===== src/hdl/crx_pkg.sv =====
// constants for the receive timing window checker
// assumes a 100 MHz pclk and a slow sample clock arriving on a pin
package crx_pkg;

  localparam int unsigned CNT_W = 8;

  // register byte offsets
  localparam logic [7:0] OFS_CTRL   = 8'h00;
  localparam logic [7:0] OFS_START  = 8'h04;
  localparam logic [7:0] OFS_WAVE   = 8'h08;
  localparam logic [7:0] OFS_STATUS = 8'h0c;
  localparam logic [7:0] OFS_MASK   = 8'h10;
  localparam logic [7:0] OFS_STATE  = 8'h14;

  // reset values
  localparam logic [31:0] RST_START = 32'h0000_0000;
  localparam logic [31:0] RST_WAVE  = 32'h0000_0000;
  localparam logic        RST_CTRL  = 1'b0;
  localparam logic [3:0]  RST_EVT   = 4'h0;

  // start timing field positions
  localparam int unsigned POS_START_CYCLE_MAX = 12;
  localparam int unsigned POS_START_CYCLE_MIN = 8;
  localparam int unsigned POS_START_RISE_MAX  = 4;
  localparam int unsigned POS_START_RISE_MIN  = 0;
  // waveform timing field positions
  localparam int unsigned POS_ZERO_RISE_LATEST   = 20;
  localparam int unsigned POS_ZERO_RISE_EARLIEST = 16;
  localparam int unsigned POS_ONE_RISE_LATEST    = 12;
  localparam int unsigned POS_ONE_RISE_EARLIEST  = 8;
  localparam int unsigned POS_WAVE_EN            = 0;
  localparam int unsigned POS_RX_EN              = 0;

  // writable bits of the timing registers
  localparam logic [31:0] MASK_START = 32'h0000_7777;
  localparam logic [31:0] MASK_WAVE  = 32'h0077_7701;

  // base times in sample clock periods
  localparam logic [7:0] BASE_START_CYCLE_MAX   = 8'd154;
  localparam logic [7:0] BASE_START_CYCLE_MIN   = 8'd141;
  localparam logic [7:0] BASE_START_RISE_MAX    = 8'd128;
  localparam logic [7:0] BASE_START_RISE_MIN    = 8'd115;
  localparam logic [7:0] BASE_ZERO_RISE_LATEST  = 8'd56;
  localparam logic [7:0] BASE_ZERO_RISE_EARLY   = 8'd43;
  localparam logic [7:0] BASE_ONE_RISE_LATEST   = 8'd26;
  localparam logic [7:0] BASE_ONE_RISE_EARLY    = 8'd13;

  // status bit positions
  localparam int unsigned EVT_START_OK  = 0;
  localparam int unsigned EVT_START_ERR = 1;
  localparam int unsigned EVT_WAVE_ERR  = 2;
  localparam int unsigned EVT_DATA_BIT  = 3;

  typedef enum logic [2:0] {
    CRX_IDLE       = 3'b000,
    CRX_START_LOW  = 3'b001,
    CRX_START_HIGH = 3'b010,
    CRX_DATA_LOW   = 3'b011,
    CRX_DATA_HIGH  = 3'b100
  } crx_state_e;

endpackage : crx_pkg


===== src/hdl/crx_rx_timing.sv =====
// receive timing window checker with apb registers and interrupt
// assumes cec_in idles high, sample_clock near 32.768 kHz, both pins
`timescale 1ns/1ns
`default_nettype none
// Behaviour
// - start rise must fall inside rise window
// - start cycle length must lie inside limits
// - start cycle max is 154 plus field
// - start cycle min is 141 minus field
// - start rise latest is 128 plus field
// - start rise earliest is 115 minus field
// - zero bit latest rise 56 plus field
// - zero bit earliest rise 43 minus field
// - one bit latest rise 26 plus field
// - waveform errors only when check enabled
// - rise between one and zero windows errs
// - one bit earliest rise 13 minus field
module crx_rx_timing
  import crx_pkg::*;
(
  input  wire logic        pclk,
  input  wire logic        presetn,
  input  wire logic        psel,
  input  wire logic        penable,
  input  wire logic        pwrite,
  input  wire logic [7:0]  paddr,
  input  wire logic [31:0] pwdata,
  output var  logic [31:0] prdata,
  output logic             pready,
  output logic             pslverr,
  input  wire logic        cec_in,
  input  wire logic        sample_clock,
  output logic             irq,
  output var  logic        start_valid
);

  // synchronised pins
  logic [1:0] pins_sync;
  logic       line_level;
  logic       sample_level;
  logic       line_prev;
  logic       fall;
  logic       rise;

  crx_sync #(
    .W (2)
  ) u_sync (
    .pclk     (pclk),
    .presetn  (presetn),
    .async_in ({sample_clock, cec_in}),
    .sync_out (pins_sync)
  );

  assign line_level   = pins_sync[0];
  assign sample_level = pins_sync[1];
  assign fall         = line_prev && !line_level;
  assign rise         = !line_prev && line_level;

  // period counter
  logic             cnt_clr;
  logic [CNT_W-1:0] cnt;

  crx_tick_counter u_cnt (
    .pclk         (pclk),
    .presetn      (presetn),
    .sample_level (sample_level),
    .clr          (cnt_clr),
    .count        (cnt)
  );

  // registers
  logic        rx_en;
  logic [31:0] rx_start_bit_timing;
  logic [31:0] rx_waveform_error_timing;
  logic [3:0]  evt_status;
  logic [3:0]  evt_mask;
  logic        next_rx_en;
  logic [31:0] next_start_timing;
  logic [31:0] next_wave_timing;
  logic [3:0]  next_evt_status;
  logic [3:0]  next_evt_mask;
  logic [31:0] next_prdata;
  logic        wr_access;
  logic        rd_setup;
  logic        addr_ok;

  // thresholds
  logic [7:0] start_cycle_max;
  logic [7:0] start_cycle_min;
  logic [7:0] start_rise_max;
  logic [7:0] start_rise_min;
  logic [7:0] zero_rise_latest;
  logic [7:0] zero_rise_earliest;
  logic [7:0] one_rise_latest;
  logic [7:0] one_rise_earliest;
  logic       waveform_check_enable;

  function automatic logic [7:0] fld(input logic [31:0] r, input int unsigned pos);
    fld = {5'h00, r[pos+:3]};
  endfunction : fld

  always_comb begin
    start_cycle_max    = BASE_START_CYCLE_MAX
                         + fld(rx_start_bit_timing, POS_START_CYCLE_MAX);
    start_cycle_min    = BASE_START_CYCLE_MIN
                         - fld(rx_start_bit_timing, POS_START_CYCLE_MIN);
    start_rise_max     = BASE_START_RISE_MAX
                         + fld(rx_start_bit_timing, POS_START_RISE_MAX);
    start_rise_min     = BASE_START_RISE_MIN
                         - fld(rx_start_bit_timing, POS_START_RISE_MIN);
    zero_rise_latest   = BASE_ZERO_RISE_LATEST
                         + fld(rx_waveform_error_timing, POS_ZERO_RISE_LATEST);
    zero_rise_earliest = BASE_ZERO_RISE_EARLY
                         - fld(rx_waveform_error_timing, POS_ZERO_RISE_EARLIEST);
    one_rise_latest    = BASE_ONE_RISE_LATEST
                         + fld(rx_waveform_error_timing, POS_ONE_RISE_LATEST);
    one_rise_earliest  = BASE_ONE_RISE_EARLY
                         - fld(rx_waveform_error_timing, POS_ONE_RISE_EARLIEST);
    waveform_check_enable = rx_waveform_error_timing[POS_WAVE_EN];
  end

  // receive state machine
  crx_state_e state;
  crx_state_e next_state;
  logic [3:0] evt_set;
  logic       next_start_valid;
  logic       rise_in_start_win;
  logic       cycle_in_start_win;
  logic       rise_bad_shape;

  always_comb begin
    rise_in_start_win  = (cnt >= start_rise_min) && (cnt <= start_rise_max);
    cycle_in_start_win = (cnt >= start_cycle_min) && (cnt <= start_cycle_max);
    rise_bad_shape     = (cnt < one_rise_earliest)
                         || ((cnt > one_rise_latest) && (cnt < zero_rise_earliest))
                         || (cnt > zero_rise_latest);
  end

  always_comb begin
    next_state       = state;
    evt_set          = '0;
    cnt_clr          = 1'b0;
    next_start_valid = 1'b0;
    if (!rx_en) begin
      next_state = CRX_IDLE;
    end else begin
      case (state)
        CRX_IDLE: begin
          if (fall) begin
            cnt_clr    = 1'b1;
            next_state = CRX_START_LOW;
          end
        end
        CRX_START_LOW: begin
          if (rise) begin
            if (rise_in_start_win) begin
              next_state = CRX_START_HIGH;
            end else begin
              evt_set[EVT_START_ERR] = 1'b1;
              next_state             = CRX_IDLE;
            end
          end else if (cnt > start_rise_max) begin
            evt_set[EVT_START_ERR] = 1'b1;
            next_state             = CRX_IDLE;
          end
        end
        CRX_START_HIGH: begin
          cnt_clr = fall;
          if (fall) begin
            if (cycle_in_start_win) begin
              evt_set[EVT_START_OK] = 1'b1;
              next_start_valid      = 1'b1;
              next_state            = CRX_DATA_LOW;
            end else begin
              evt_set[EVT_START_ERR] = 1'b1;
              next_state             = CRX_START_LOW;
            end
          end else if (cnt > start_cycle_max) begin
            evt_set[EVT_START_ERR] = 1'b1;
            next_state             = CRX_IDLE;
          end
        end
        CRX_DATA_LOW: begin
          if (rise) begin
            evt_set[EVT_DATA_BIT] = 1'b1;
            evt_set[EVT_WAVE_ERR] = waveform_check_enable && rise_bad_shape;
            next_state            = CRX_DATA_HIGH;
          end else if (cnt > zero_rise_latest) begin
            evt_set[EVT_WAVE_ERR] = waveform_check_enable;
            next_state            = CRX_IDLE;
          end
        end
        CRX_DATA_HIGH: begin
          cnt_clr = fall;
          if (fall) begin
            next_state = CRX_DATA_LOW;
          end else if (cnt > start_cycle_max) begin
            next_state = CRX_IDLE;
          end
        end
        default: begin
          next_state = CRX_IDLE;
        end
      endcase
    end
  end

  always_ff @(posedge pclk or negedge presetn) begin
    if (!presetn) begin
      state       <= CRX_IDLE;
      line_prev   <= 1'b1;
      start_valid <= 1'b0;
    end else begin
      state       <= next_state;
      line_prev   <= line_level;
      start_valid <= next_start_valid;
    end
  end

  // apb slave
  assign pready    = 1'b1;
  assign wr_access = psel && penable && pwrite;
  assign rd_setup  = psel && !penable && !pwrite;

  always_comb begin
    case (paddr)
      OFS_CTRL, OFS_START, OFS_WAVE, OFS_STATUS, OFS_MASK, OFS_STATE: addr_ok = 1'b1;
      default: addr_ok = 1'b0;
    endcase
  end

  assign pslverr = psel && penable && !addr_ok;

  always_comb begin
    next_rx_en        = rx_en;
    next_start_timing = rx_start_bit_timing;
    next_wave_timing  = rx_waveform_error_timing;
    next_evt_mask     = evt_mask;
    next_evt_status   = evt_status;
    next_prdata       = prdata;
    if (wr_access) begin
      case (paddr)
        OFS_CTRL:   next_rx_en        = pwdata[POS_RX_EN];
        OFS_START:  next_start_timing = pwdata & MASK_START;
        OFS_WAVE:   next_wave_timing  = pwdata & MASK_WAVE;
        OFS_STATUS: next_evt_status   = evt_status & ~pwdata[3:0];
        OFS_MASK:   next_evt_mask     = pwdata[3:0];
        default:    next_rx_en        = rx_en;
      endcase
    end
    next_evt_status = next_evt_status | evt_set;
    if (rd_setup) begin
      case (paddr)
        OFS_CTRL:   next_prdata = {31'h0, rx_en};
        OFS_START:  next_prdata = rx_start_bit_timing;
        OFS_WAVE:   next_prdata = rx_waveform_error_timing;
        OFS_STATUS: next_prdata = {28'h0, evt_status};
        OFS_MASK:   next_prdata = {28'h0, evt_mask};
        OFS_STATE:  next_prdata = {21'h0, state, cnt};
        default:    next_prdata = 32'h0000_0000;
      endcase
    end
  end

  always_ff @(posedge pclk or negedge presetn) begin
    if (!presetn) begin
      rx_en                    <= RST_CTRL;
      rx_start_bit_timing      <= RST_START;
      rx_waveform_error_timing <= RST_WAVE;
      evt_status               <= RST_EVT;
      evt_mask                 <= RST_EVT;
      prdata                   <= 32'h0000_0000;
    end else begin
      rx_en                    <= next_rx_en;
      rx_start_bit_timing      <= next_start_timing;
      rx_waveform_error_timing <= next_wave_timing;
      evt_status               <= next_evt_status;
      evt_mask                 <= next_evt_mask;
      prdata                   <= next_prdata;
    end
  end

  assign irq = |(evt_status & evt_mask);

endmodule : crx_rx_timing
`default_nettype wire


===== src/hdl/crx_sync.sv =====
// two flip-flop synchroniser, one per bit
// assumes asynchronous inputs from pins
`timescale 1ns/1ns
`default_nettype none
module crx_sync #(
  parameter int unsigned W = 2
) (
  input  wire logic         pclk,
  input  wire logic         presetn,
  input  wire logic [W-1:0] async_in,
  output var  logic [W-1:0] sync_out
);
  logic [W-1:0] meta;

  genvar i;
  generate
    for (i = 0; i < W; i++) begin : g_bit
      always_ff @(posedge pclk or negedge presetn) begin
        if (!presetn) begin
          meta[i]     <= 1'b1;
          sync_out[i] <= 1'b1;
        end else begin
          meta[i]     <= async_in[i];
          sync_out[i] <= meta[i];
        end
      end
    end
  endgenerate
endmodule : crx_sync
`default_nettype wire


===== src/hdl/crx_tick_counter.sv =====
// counts sample clock periods since the last clear, saturating
// assumes a synchronised sample clock level on pclk
`timescale 1ns/1ns
`default_nettype none
module crx_tick_counter
  import crx_pkg::*;
(
  input  wire logic             pclk,
  input  wire logic             presetn,
  input  wire logic             sample_level,
  input  wire logic             clr,
  output var  logic [CNT_W-1:0] count
);
  logic             sample_prev;
  logic             tick;
  logic [CNT_W-1:0] next_count;

  assign tick = sample_level && !sample_prev;

  always_comb begin
    next_count = count;
    if (clr) begin
      next_count = '0;
    end else if (tick && (count != {CNT_W{1'b1}})) begin
      next_count = count + 1'b1;
    end
  end

  always_ff @(posedge pclk or negedge presetn) begin
    if (!presetn) begin
      sample_prev <= 1'b1;
      count       <= '0;
    end else begin
      sample_prev <= sample_level;
      count       <= next_count;
    end
  end
endmodule : crx_tick_counter
`default_nettype wire


===== config.mk =====
export PLATFORM = sky130hd
export DESIGN_NAME = crx_rx_timing
export DESIGN_NICKNAME = d
export VERILOG_FILES = /design/src/hdl/crx_pkg.sv /design/src/hdl/crx_rx_timing.sv /design/src/hdl/crx_sync.sv /design/src/hdl/crx_tick_counter.sv
export SDC_FILE = /design/constraint.sdc
export NUM_CORES = 1
export LEC_CHECK = 0
export BUFFER_PORTS_ARGS = -buffer_cell sky130_fd_sc_hd__buf_2
export CAP_MARGIN = 10
export CORE_MARGIN = 2
export CORE_UTILIZATION = 55
export CTS_CLUSTER_DIAMETER = 30
export DETAILED_ROUTE_END_ITERATION = 10
export GPL_TIMING_DRIVEN = 1
export HOLD_SLACK_MARGIN = 0.15
export PLACE_DENSITY = 0.77
export SLEW_MARGIN = 20
export SYNTH_ARGS = -nofsm -noshare
export SYNTH_HDL_FRONTEND = slang
export SYNTH_HIERARCHICAL = 1
export SYNTH_SLANG_ARGS = --single-unit

===== constraint.sdc =====
create_clock -name pclk -period 2.6 [get_ports pclk]
set_clock_uncertainty 0.15 [all_clocks]
set_input_delay 0.39 -clock pclk [delete_from_list [all_inputs] [get_ports pclk]]
set_output_delay 0.39 -clock pclk [all_outputs]
set_load 0.01 [all_outputs]

==> impl_metrics.env, run 1 <==
export IMPL_status="finished clean"
export IMPL_cp_required_ns=2.69
export IMPL_multiInputGateArea_sq_mm=0.00230
export IMPL_die_w_microns=92.9
export IMPL_intPower_uw=2260
export IMPL_irDropWorstVdd_v=0.000448
export IMPL_final_nets=597
export IMPL_vias=3659
export IMPL_comb_power_share_pct=33.4
export IMPL_yosys_top_cells_area="dfrtp_1 38%, ha_1 10%, mux2_4 3.8%"
export IMPL_regArea_sq_mm=0.00181
export IMPL_min_period_over_period_pct=96.4
export IMPL_met2_usage_pct=44.0
export IMPL_startpoint_type="flop"
export IMPL_tns_ns=0
export IMPL_drtIter0Drc=286
export IMPL_die_area_sq_mm=0.00863
export IMPL_arrival_ns=2.59
export IMPL_power_density_mw_per_mm2=669
export IMPL_synth_cell_types=61
export IMPL_slew_headroom_pct=60.1
export IMPL_avgViaCountPerCell=5.89
export IMPL_p_sw_uw=1200
export IMPL_ys_seq_area_share_pct=41.6
export IMPL_p_sw_share_pct=34.7
export IMPL_syn_avg_cell_area_sq_um=10.2
export IMPL_cp_max_fo=4
export IMPL_gp_congestion=0.869
export IMPL_start_util_pct=56.5
export IMPL_synth_top_area_share_pct=38.0
export IMPL_n_antenna_cell=0
export IMPL_final_hold_viol_count=0
export IMPL_mostFrequentLayoutCell="dfrtp_1"
export IMPL_met1_usage_pct=31.9
export IMPL_core_area_sq_mm=0.00769
export IMPL_async_flop_share_pct=100
export IMPL_min_from="pwdata[10]"
export IMPL_drc_errors=0
export IMPL_drive_gt1_share_pct=25.4
export IMPL_rsz0062_at_grt="no"
export IMPL_p_leak_uw=0.00254
export IMPL_grt_remaining_overflow=0
export IMPL_io_pins=83
export IMPL_endpoint_kind="flop"
export IMPL_wl_per_cell_microns=16.7
export IMPL_grt_pass1_wl_mm=17.2
export IMPL_final_cell_mix="66 x dfrtp_1, 56 x buf_2, 37 x nor2_1"
export IMPL_worstSkewPairLatency_ns=0.35
export IMPL_synth_edf_count=0
export IMPL_yosysWarnings=6
export IMPL_cp_startpoint="rx_start_bit_timing[13]"
export IMPL_area_growth_pct=19.0
export IMPL_cap_violations=0
export IMPL_final_fill_count=598
export IMPL_finalWirelength_mm=10.3
export IMPL_hpwlAfterDp_mm=7.34
export IMPL_yosysTopAreaCell="dfrtp_1"
export IMPL_met3_usage_pct=4.48
export IMPL_p_seq_share_pct=38.5
export IMPL_clk_pin_slew_ns=0.08
export IMPL_io_buffers=56
export IMPL_worst_slew_pin_slew_ns=0.583
export IMPL_cts_tree="yes"
export IMPL_netlist_area_sq_mm=0.00435
export IMPL_grt_pass1_vias=3611
export IMPL_ctsHtreeMaxLevel=3
export IMPL_cts_sinks=72
export IMPL_num_rows=32
export IMPL_syn_inst=428
export IMPL_criticalPathCategory="reg -> reg"
export IMPL_antenna_left=0
export IMPL_top_usage_layer="met2"
export IMPL_cts_buffer_depth=2
export IMPL_power_share_clock_pct=28.1
export IMPL_firstDrtPassIters=5
export IMPL_whs_ns=0.156
export IMPL_synth_main_ff_cell="dfrtp_1"
export IMPL_setup_violations_final=0
export IMPL_grt_usage_pct=25.4
export IMPL_antenna_found_initial=0
export IMPL_slew_viol_final=0
export IMPL_clockRootBuffer="clkbuf_8"
export IMPL_rr_startpoint="rx_start_bit_timing[13]"
export IMPL_fmax_mhz=399
export IMPL_numCtsBuffers=9
export IMPL_hp_class="in -> reg"
export IMPL_die_h_microns=92.9
export IMPL_ys_ff_latch=72
export IMPL_post_route_min_period_ns=2.51
export IMPL_grt_start_max_net_pins=73
-- per-stage QoR --
step	area (sq um)	total power [uW]	setup WS [ns]	utilization, %	instances
floorplan	4390	2030	0.202	-	439
global placement	4760	2390	0.132	61.9	586
detailed placement	4760	2460	0.0974	61.9	586
CTS	5160	3470	0.0725	67.2	620
global route	5170	3680	0.0105	67.3	621
finish	5170	3460	0.0942	67.3	621
-- area by class of cell --
cell class / instances / share of cell area, %
Multi-Input combinational cell: 314 / 44.6
Inverter: 23 / 1.67
Clock inverter: 7 / 1.86
Timing Repair Buffer: 94 / 12.1
Tap cell: 102 / 2.47
Sequential cell: 72 / 35.0
Clock buffer: 9 / 2.40
-- layer usage --
metal / wire length, microns / share of wire (%)
met1: 4250 / 41
met2: 5060 / 49
met3: 710 / 6.9
met4: 320 / 3.1
met5: 0 / 0
-- cells by family after synthesis --
group / share of synthesized area, %
buffers and inverters: 6.33
AOI/OAI and AO/OA: 13.8
adders and majority gates: 10.4
other: 0.173
xor gates and xnor gates: 0.806
muxes: 9.91
DFF: 41.6
and+or+nand+nor: 17.0
-- state kept, by name (all words and copies together), names as in the netlist --
signal and count:
evt_mask 4, evt_status 4, line_prev 1, prdata 20, rx_en 1, rx_start_bit_timing 12, rx_waveform_error_timing 13, start_valid 1
state 3, u_cnt/count 8, u_cnt/sample_prev 1, u_sync/meta 2, u_sync/sync_out 2
-- timing repair --
| action | CTS | global route |
|---|---|---|
| endpoints found under the setup margin | 0 | 1 |
| setup buffers | 0 | 1 |
| hold endpoints to repair | 87 | 0 |
| hold buffers | 18 | 0 |
| gates resized for setup | 0 | 1 |
-- worst paths after layout --
path | slack [ns] | cells after the start | end
min reg2reg | 0.21 | 0 | u_sync/sync_out[1]
max | 0.09 | 8 | evt_status[1]
min | 0.16 | 2 | rx_start_bit_timing[10]
max in group asynchronous | 1.54 | 3 | u_sync/sync_out[0]
min in group asynchronous | 0.45 | 3 | start_valid
max reg2reg | 0.09 | 8 | evt_status[1]
-- Yosys cell counts (4+ instances only) --
cell type / number
dfrtp_1: 66
nand4_1: 5
buf_2: 4
a22oi_1: 7
inv_1: 23
nand2b_1: 5
nand2_1: 28
and3_1: 9
a31oi_1: 9
buf_4: 13
nor2_1: 37
mux2i_1: 4
a21oi_1: 19
mux2_4: 11
clkbuf_1: 9
nor4_1: 5
a211oi_1: 4
a221oi_1: 10
nor3_1: 4
ha_1: 36
nand3_1: 12
o21ai_0: 15
o211ai_1: 5
nor2b_1: 5
and4_1: 4
mux2_2: 13
nand3b_1: 5
dfstp_2: 6
mux2_1: 7
-- worst max-delay path: stages, from the launching register on --
cell	delay, ns
dfrtp_1	0.43
ha_1	0.23
inv_1	0.06
ha_1	0.24
a311o_1	0.38
a22o_1	0.18
o211ai_1	0.27
o21ai_1	0.12
a221o_1	0.33
-- power by group through the flow --
stage	clock network, uW	logic, uW	registers [uW]
after floorplan	0	656	1370
after global placement	0	1040	1350
after detailed placement	0	1100	1350
after CTS	996	1140	1330
after global routing	1040	1300	1340
final	974	1150	1330
(Power assumes the default switching activity.)
==> run 2, diff against run 1 <==
Settings changed: CORE_ASPECT_RATIO from default to 1.2, CTS_BUF_LIST from default to sky130_fd_sc_hd__clkbuf_4.
==> run 2 against run 1 <==
Effect of this change: cell count decreased by 0.81%; hold slack better by 0.057 ns; critical endpoint is now evt_status[0]; largest cell class unchanged; via count increased by 1.1%; utilization down 0.069 points; first-iteration DRC count shrank 16%; register-to-register slack improved by 0.03 ns; cell area shrank 0.41%.
==> impl_metrics.env, run 2 (synthesized netlist as in run 1, its figures left out) <==
export IMPL_grt_pass1_wl_mm=18.0
export IMPL_final_nets=602
export IMPL_firstDrtPassIters=4
export IMPL_die_area_sq_mm=0.00863
export IMPL_worst_path_max_delay_cell="dfrtp_1"
export IMPL_n_antenna_cell=0
export IMPL_io_pins=83
export IMPL_worst_slew_pin_slew_ns=0.909
export IMPL_tns_ns=0
export IMPL_grt_remaining_overflow=0
export IMPL_finalWirelength_mm=11.0
export IMPL_ctsHtreeMaxLevel=3
export IMPL_mostFrequentLayoutCell="dfrtp_1"
export IMPL_start_util_pct=56.7
export IMPL_cts_sinks=72
export IMPL_endpoint_kind="flop"
export IMPL_slew_headroom_pct=39.4
export IMPL_startpoint_type="flop"
export IMPL_cap_violations=0
export IMPL_grt_start_max_net_pins=73
export IMPL_numCtsBuffers=9
export IMPL_io_buffers=56
export IMPL_whs_ns=0.213
export IMPL_multiInputGateArea_sq_mm=0.00235
export IMPL_slew_viol_final=0
export IMPL_crit_family="simple AND/OR/NAND/NOR gates"
export IMPL_status="finished clean"
export IMPL_cp_num_buf_inv=3
export IMPL_die_h_microns=101
export IMPL_drtIter0Drc=240
export IMPL_gp_congestion=0.942
export IMPL_worstSkewPairLatency_ns=0.45
export IMPL_final_cell_mix="66 x dfrtp_1, 55 x buf_2, 37 x nor2_1"
export IMPL_grt_usage_pct=27.0
export IMPL_clk_pin_slew_ns=0.14
export IMPL_antenna_left=0
export IMPL_crit_chain="buf_6, ha_4, inv_2, ha_4, nand3_1, or4_1, o211ai_1, buf_4, and3_4, or2_2"
export IMPL_hp_class="reg -> reg"
export IMPL_fmax_mhz=404
export IMPL_drc_errors=0
export IMPL_cp_required_ns=2.83
export IMPL_arrival_ns=2.70
export IMPL_vias=3700
export IMPL_rsz0062_at_grt="no"
export IMPL_area_growth_pct=18.5
export IMPL_antenna_found_initial=0
export IMPL_regArea_sq_mm=0.00181
export IMPL_regMostFlops="prdata"
export IMPL_grt_pass1_vias=3785
export IMPL_core_area_sq_mm=0.00766
export IMPL_irDropWorstVdd_v=0.000418
export IMPL_final_hold_viol_count=0
export IMPL_die_w_microns=85.1
export IMPL_power_density_mw_per_mm2=621
export IMPL_min_period_over_period_pct=95.1
export IMPL_cts_buffer_depth=2
export IMPL_final_fill_count=593
export IMPL_criticalPathCategory="reg -> reg"
export IMPL_reg_top3="prdata (20), rx_waveform_error_timing (13), rx_start_bit_timing (12)"
export IMPL_avgViaCountPerCell=6.01
export IMPL_cpMostUsedCell="ha_4"
export IMPL_post_route_min_period_ns=2.47
export IMPL_largest_reg_flops=20
export IMPL_cts_tree="yes"
export IMPL_hpwlAfterDp_mm=7.75
export IMPL_max_stage_delay_ns=0.47
export IMPL_drive_gt1_share_pct=26.3
export IMPL_wl_per_cell_microns=17.8
export IMPL_cp_max_fo=3
export IMPL_setup_violations_final=0
export IMPL_num_rows=35
export IMPL_p_leak_uw=0.00250
export IMPL_clockRootBuffer="clkbuf_4"
-- run 2: path summary, 6_finish.rpt --
kind                                          from                      endpoint  slack [ns]  cells after the start
setup / recovery           rx_start_bit_timing[14]                 evt_status[0]        0.13                     10
hold / removal                      u_sync/meta[0]            u_sync/sync_out[0]        0.21                      0
setup reg to reg           rx_start_bit_timing[14]                 evt_status[0]        0.13                     10
hold reg to reg                     u_sync/meta[0]            u_sync/sync_out[0]        0.21                      0
max in group asynchronous                  presetn  rx_waveform_error_timing[12]        1.25                      2
min in group asynchronous                  presetn                   evt_mask[1]        0.44                      2
-- run 2: area by class of cell --
cell class	instances	share of cell area (%)
clock buffer	9	1.31
multi-input combinational	314	45.6
clock inverter	7	1.17
tap	92	2.24
timing repair buffer	99	12.9
sequential	72	35.1
inverter	23	1.68
-- run 2: timing repair --
action / in CTS / in global routing
gates cloned: 0 / 0
buffers inserted: 2 / 1
resized for setup: 0 / 8
setup endpoints to repair: 1 / 3
hold buffers: 22 / 0
hold endpoints to repair: 98 / 0
pin swaps: 0 / 4
-- run 2: per-stage QoR --
stage,total power [uW],setup slack [ns],std cells,instance area (sq um),utilization (%)
floorplan,2030,0.202,439,4390,-
global placement,2420,0.102,575,4730,61.7
detailed placement,2480,0.0289,575,4730,61.7
CTS,3190,0.00210,615,5090,66.5
global route,3420,0.0185,616,5150,67.2
finish,3200,0.126,616,5150,67.2
-- run 2: routing by layer --
| metal | vias to the layer above | routed length (microns) | GRT usage (%) |
|---|---|---|---|
| li1 | 1729 | - | - |
| met1 | 1802 | 4320 | 31.5 |
| met2 | 134 | 5680 | 47.8 |
| met3 | 35 | 558 | 3.67 |
| met4 | 0 | 395 | 15.1 |
| met5 | - | 0 | 0 |
-- run 2: power breakdown --
part / internal, uW / switching, uW
clock network: 212 / 463
registers: 1210 / 124
logic: 536 / 649
-- run 2: worst register-to-register path: stages, from the launching register on --
cell and delay (ns):
dfrtp_1 0.47, buf_6 0.16, ha_4 0.26, inv_2 0.04, ha_4 0.26, nand3_1 0.07, or4_1 0.40, o211ai_1 0.15
buf_4 0.17, and3_4 0.19, or2_2 0.10
==> run 3, diff against run 2 <==
Settings changed: BUFFER_PORTS_ARGS -buffer_cell sky130_fd_sc_hd__buf_2 to default, DONT_BUFFER_PORTS from default to 1, PLACE_DENSITY 0.77 to 0.68.
==> run 3 against run 2 <==
Effect of this change: non-clock buffer count shrank 50; register-to-register slack worse by 0.04 ns; die area did not move; hold slack lost 0.027 ns; sequential share of layout area rose by 1.4 points; combinational power shrank 7%; flip-flop and latch count unchanged; first-iteration DRC count is 7.5% lower; maximum frequency down 1.7%; utilization decreased by 2.7 points; largest power group unchanged.
==> impl_metrics.env, run 3 (synthesized netlist as in run 1, its figures left out) <==
export IMPL_antenna_found_initial=0
export IMPL_numCtsBuffers=9
export IMPL_cts_buffer_depth=2
export IMPL_vias=3487
export IMPL_irDropWorstVdd_v=0.000419
export IMPL_core_area_sq_mm=0.00766
export IMPL_die_w_microns=85.1
export IMPL_avgViaCountPerCell=6.16
export IMPL_grt_pass1_wl_mm=17.1
export IMPL_cp_required_ns=2.76
export IMPL_reg_top3="prdata (20), rx_waveform_error_timing (13), rx_start_bit_timing (12)"
export IMPL_hpwlAfterDp_mm=7.52
export IMPL_die_area_sq_mm=0.00863
export IMPL_n_antenna_cell=0
export IMPL_drtIter0Drc=222
export IMPL_final_hold_viol_count=0
export IMPL_status="finished clean"
export IMPL_cap_violations=0
export IMPL_final_cell_mix="66 x dfrtp_1, 37 x nor2_1, 34 x ha_1"
export IMPL_grt_remaining_overflow=0
export IMPL_p_leak_uw=0.00231
export IMPL_worst_slack_ns=0.0828
export IMPL_gp_congestion=0.845
export IMPL_finalWirelength_mm=10.5
export IMPL_min_period_over_period_pct=96.8
export IMPL_drc_errors=0
export IMPL_place_ws_ns=0.0298
export IMPL_grt_start_max_net_pins=73
export IMPL_cp_max_fo=3
export IMPL_clk_pin_slew_ns=0.12
export IMPL_firstDrtPassIters=4
export IMPL_wl_per_cell_microns=18.5
export IMPL_worst_slew_pin_slew_ns=0.682
export IMPL_startpoint_type="flop"
export IMPL_endpoint_kind="flop"
export IMPL_setup_violations_final=0
export IMPL_post_route_min_period_ns=2.52
export IMPL_antenna_left=0
export IMPL_grt_usage_pct=25.6
export IMPL_area_growth_pct=13.8
export IMPL_mostFrequentLayoutCell="dfrtp_1"
export IMPL_finalPower_uw=3280
export IMPL_num_rows=35
export IMPL_drive_gt1_share_pct=16.9
export IMPL_power_density_mw_per_mm2=664
export IMPL_criticalPathCategory="reg -> reg"
export IMPL_largest_reg_flops=20
export IMPL_hp_class="in -> reg"
export IMPL_io_buffers=0
export IMPL_grt_pass1_vias=3520
export IMPL_fin_cells=566
export IMPL_slew_viol_final=0
export IMPL_final_nets=552
export IMPL_dp_cells=520
export IMPL_fmax_mhz=397
export IMPL_cts_tree="yes"
export IMPL_worstSkewPairLatency_ns=0.44
export IMPL_cts_sinks=72
export IMPL_clockRootBuffer="clkbuf_4"
export IMPL_ctsHtreeMaxLevel=3
export IMPL_start_util_pct=56.7
export IMPL_die_h_microns=101
export IMPL_io_pins=83
export IMPL_tns_ns=0
export IMPL_slew_headroom_pct=53.4
export IMPL_arrival_ns=2.68
export IMPL_regMostFlops="prdata"
-- run 3: changes by cell type in the layout (fill, tap and decap cells not counted), moves of 2 or more --
cell,previous run,this run
buf_2,55,0
dlygate4sd3_1,22,26
bufinv_16,0,2
inv_6,3,1
ha_4,3,1
-- run 3: critical path, cell delays in order, from the launching register on --
cell      delay, ns
dfrtp_1        0.42
buf_4          0.14
ha_1           0.28
inv_1          0.07
ha_4           0.28
nand3_1        0.06
or4_1          0.39
o211ai_1       0.16
o21ai_1        0.13
a221o_1        0.33
-- run 3: per-layer routing --
metal | track usage [%] | up-vias | share of wire [%]
met1 | 30.4 | 1728 | 41
met5 | 0 | - | 0
met2 | 43.7 | 107 | 51
met3 | 5.46 | 29 | 4.7
li1 | - | 1623 | -
met4 | 13.3 | 0 | 3.4
-- run 3: path summary, 6_finish.rpt --
path                                         startpoint  cells after the start                endpoint  slack (ns)
max in group asynchronous                       presetn                      2      u_sync/sync_out[1]        1.62
worst max register to register  rx_start_bit_timing[13]                      9           evt_status[1]        0.08
worst min-delay path                           paddr[1]                      4           evt_status[2]        0.19
min in group asynchronous                       presetn                      2  rx_start_bit_timing[0]        0.33
worst max-delay path            rx_start_bit_timing[13]                      9           evt_status[1]        0.08
worst min register to register           u_sync/meta[0]                      0      u_sync/sync_out[0]        0.21
-- run 3: per-stage QoR --
stage	utilization, %	cell area [sq um]	hold slack (ns)
floorplan	-	4390	-0.0556
global placement	58.2	4460	-0.0529
detailed placement	58.2	4460	-0.0533
CTS	64.3	4930	0.158
global route	64.5	4940	0.172
finish	64.5	4940	0.185
-- run 3: layout make-up --
class                      instances  area (sq um)
clock inverter                     7          95.1
multi-input combinational        314          2320
clock buffer                       9          67.6
sequential                        72          1810
inverter                          23          86.3
tap                               92           115
fill                             620          2720
timing repair buffer              49           453
-- run 3: where the power goes --
part / switching (uW) / leakage (uW) / internal (uW)
logic: 603 / 0.00130 / 506
clock network: 426 / 0.0000762 / 389
registers: 149 / 0.000936 / 1210
-- run 3: what timing repair did --
item	in CTS	in global routing
pin swaps	1	2
endpoints found under the setup margin	1	1
resized for setup	0	3
buffers inserted	3	0
hold buffers	27	0
hold endpoints to repair	108	0
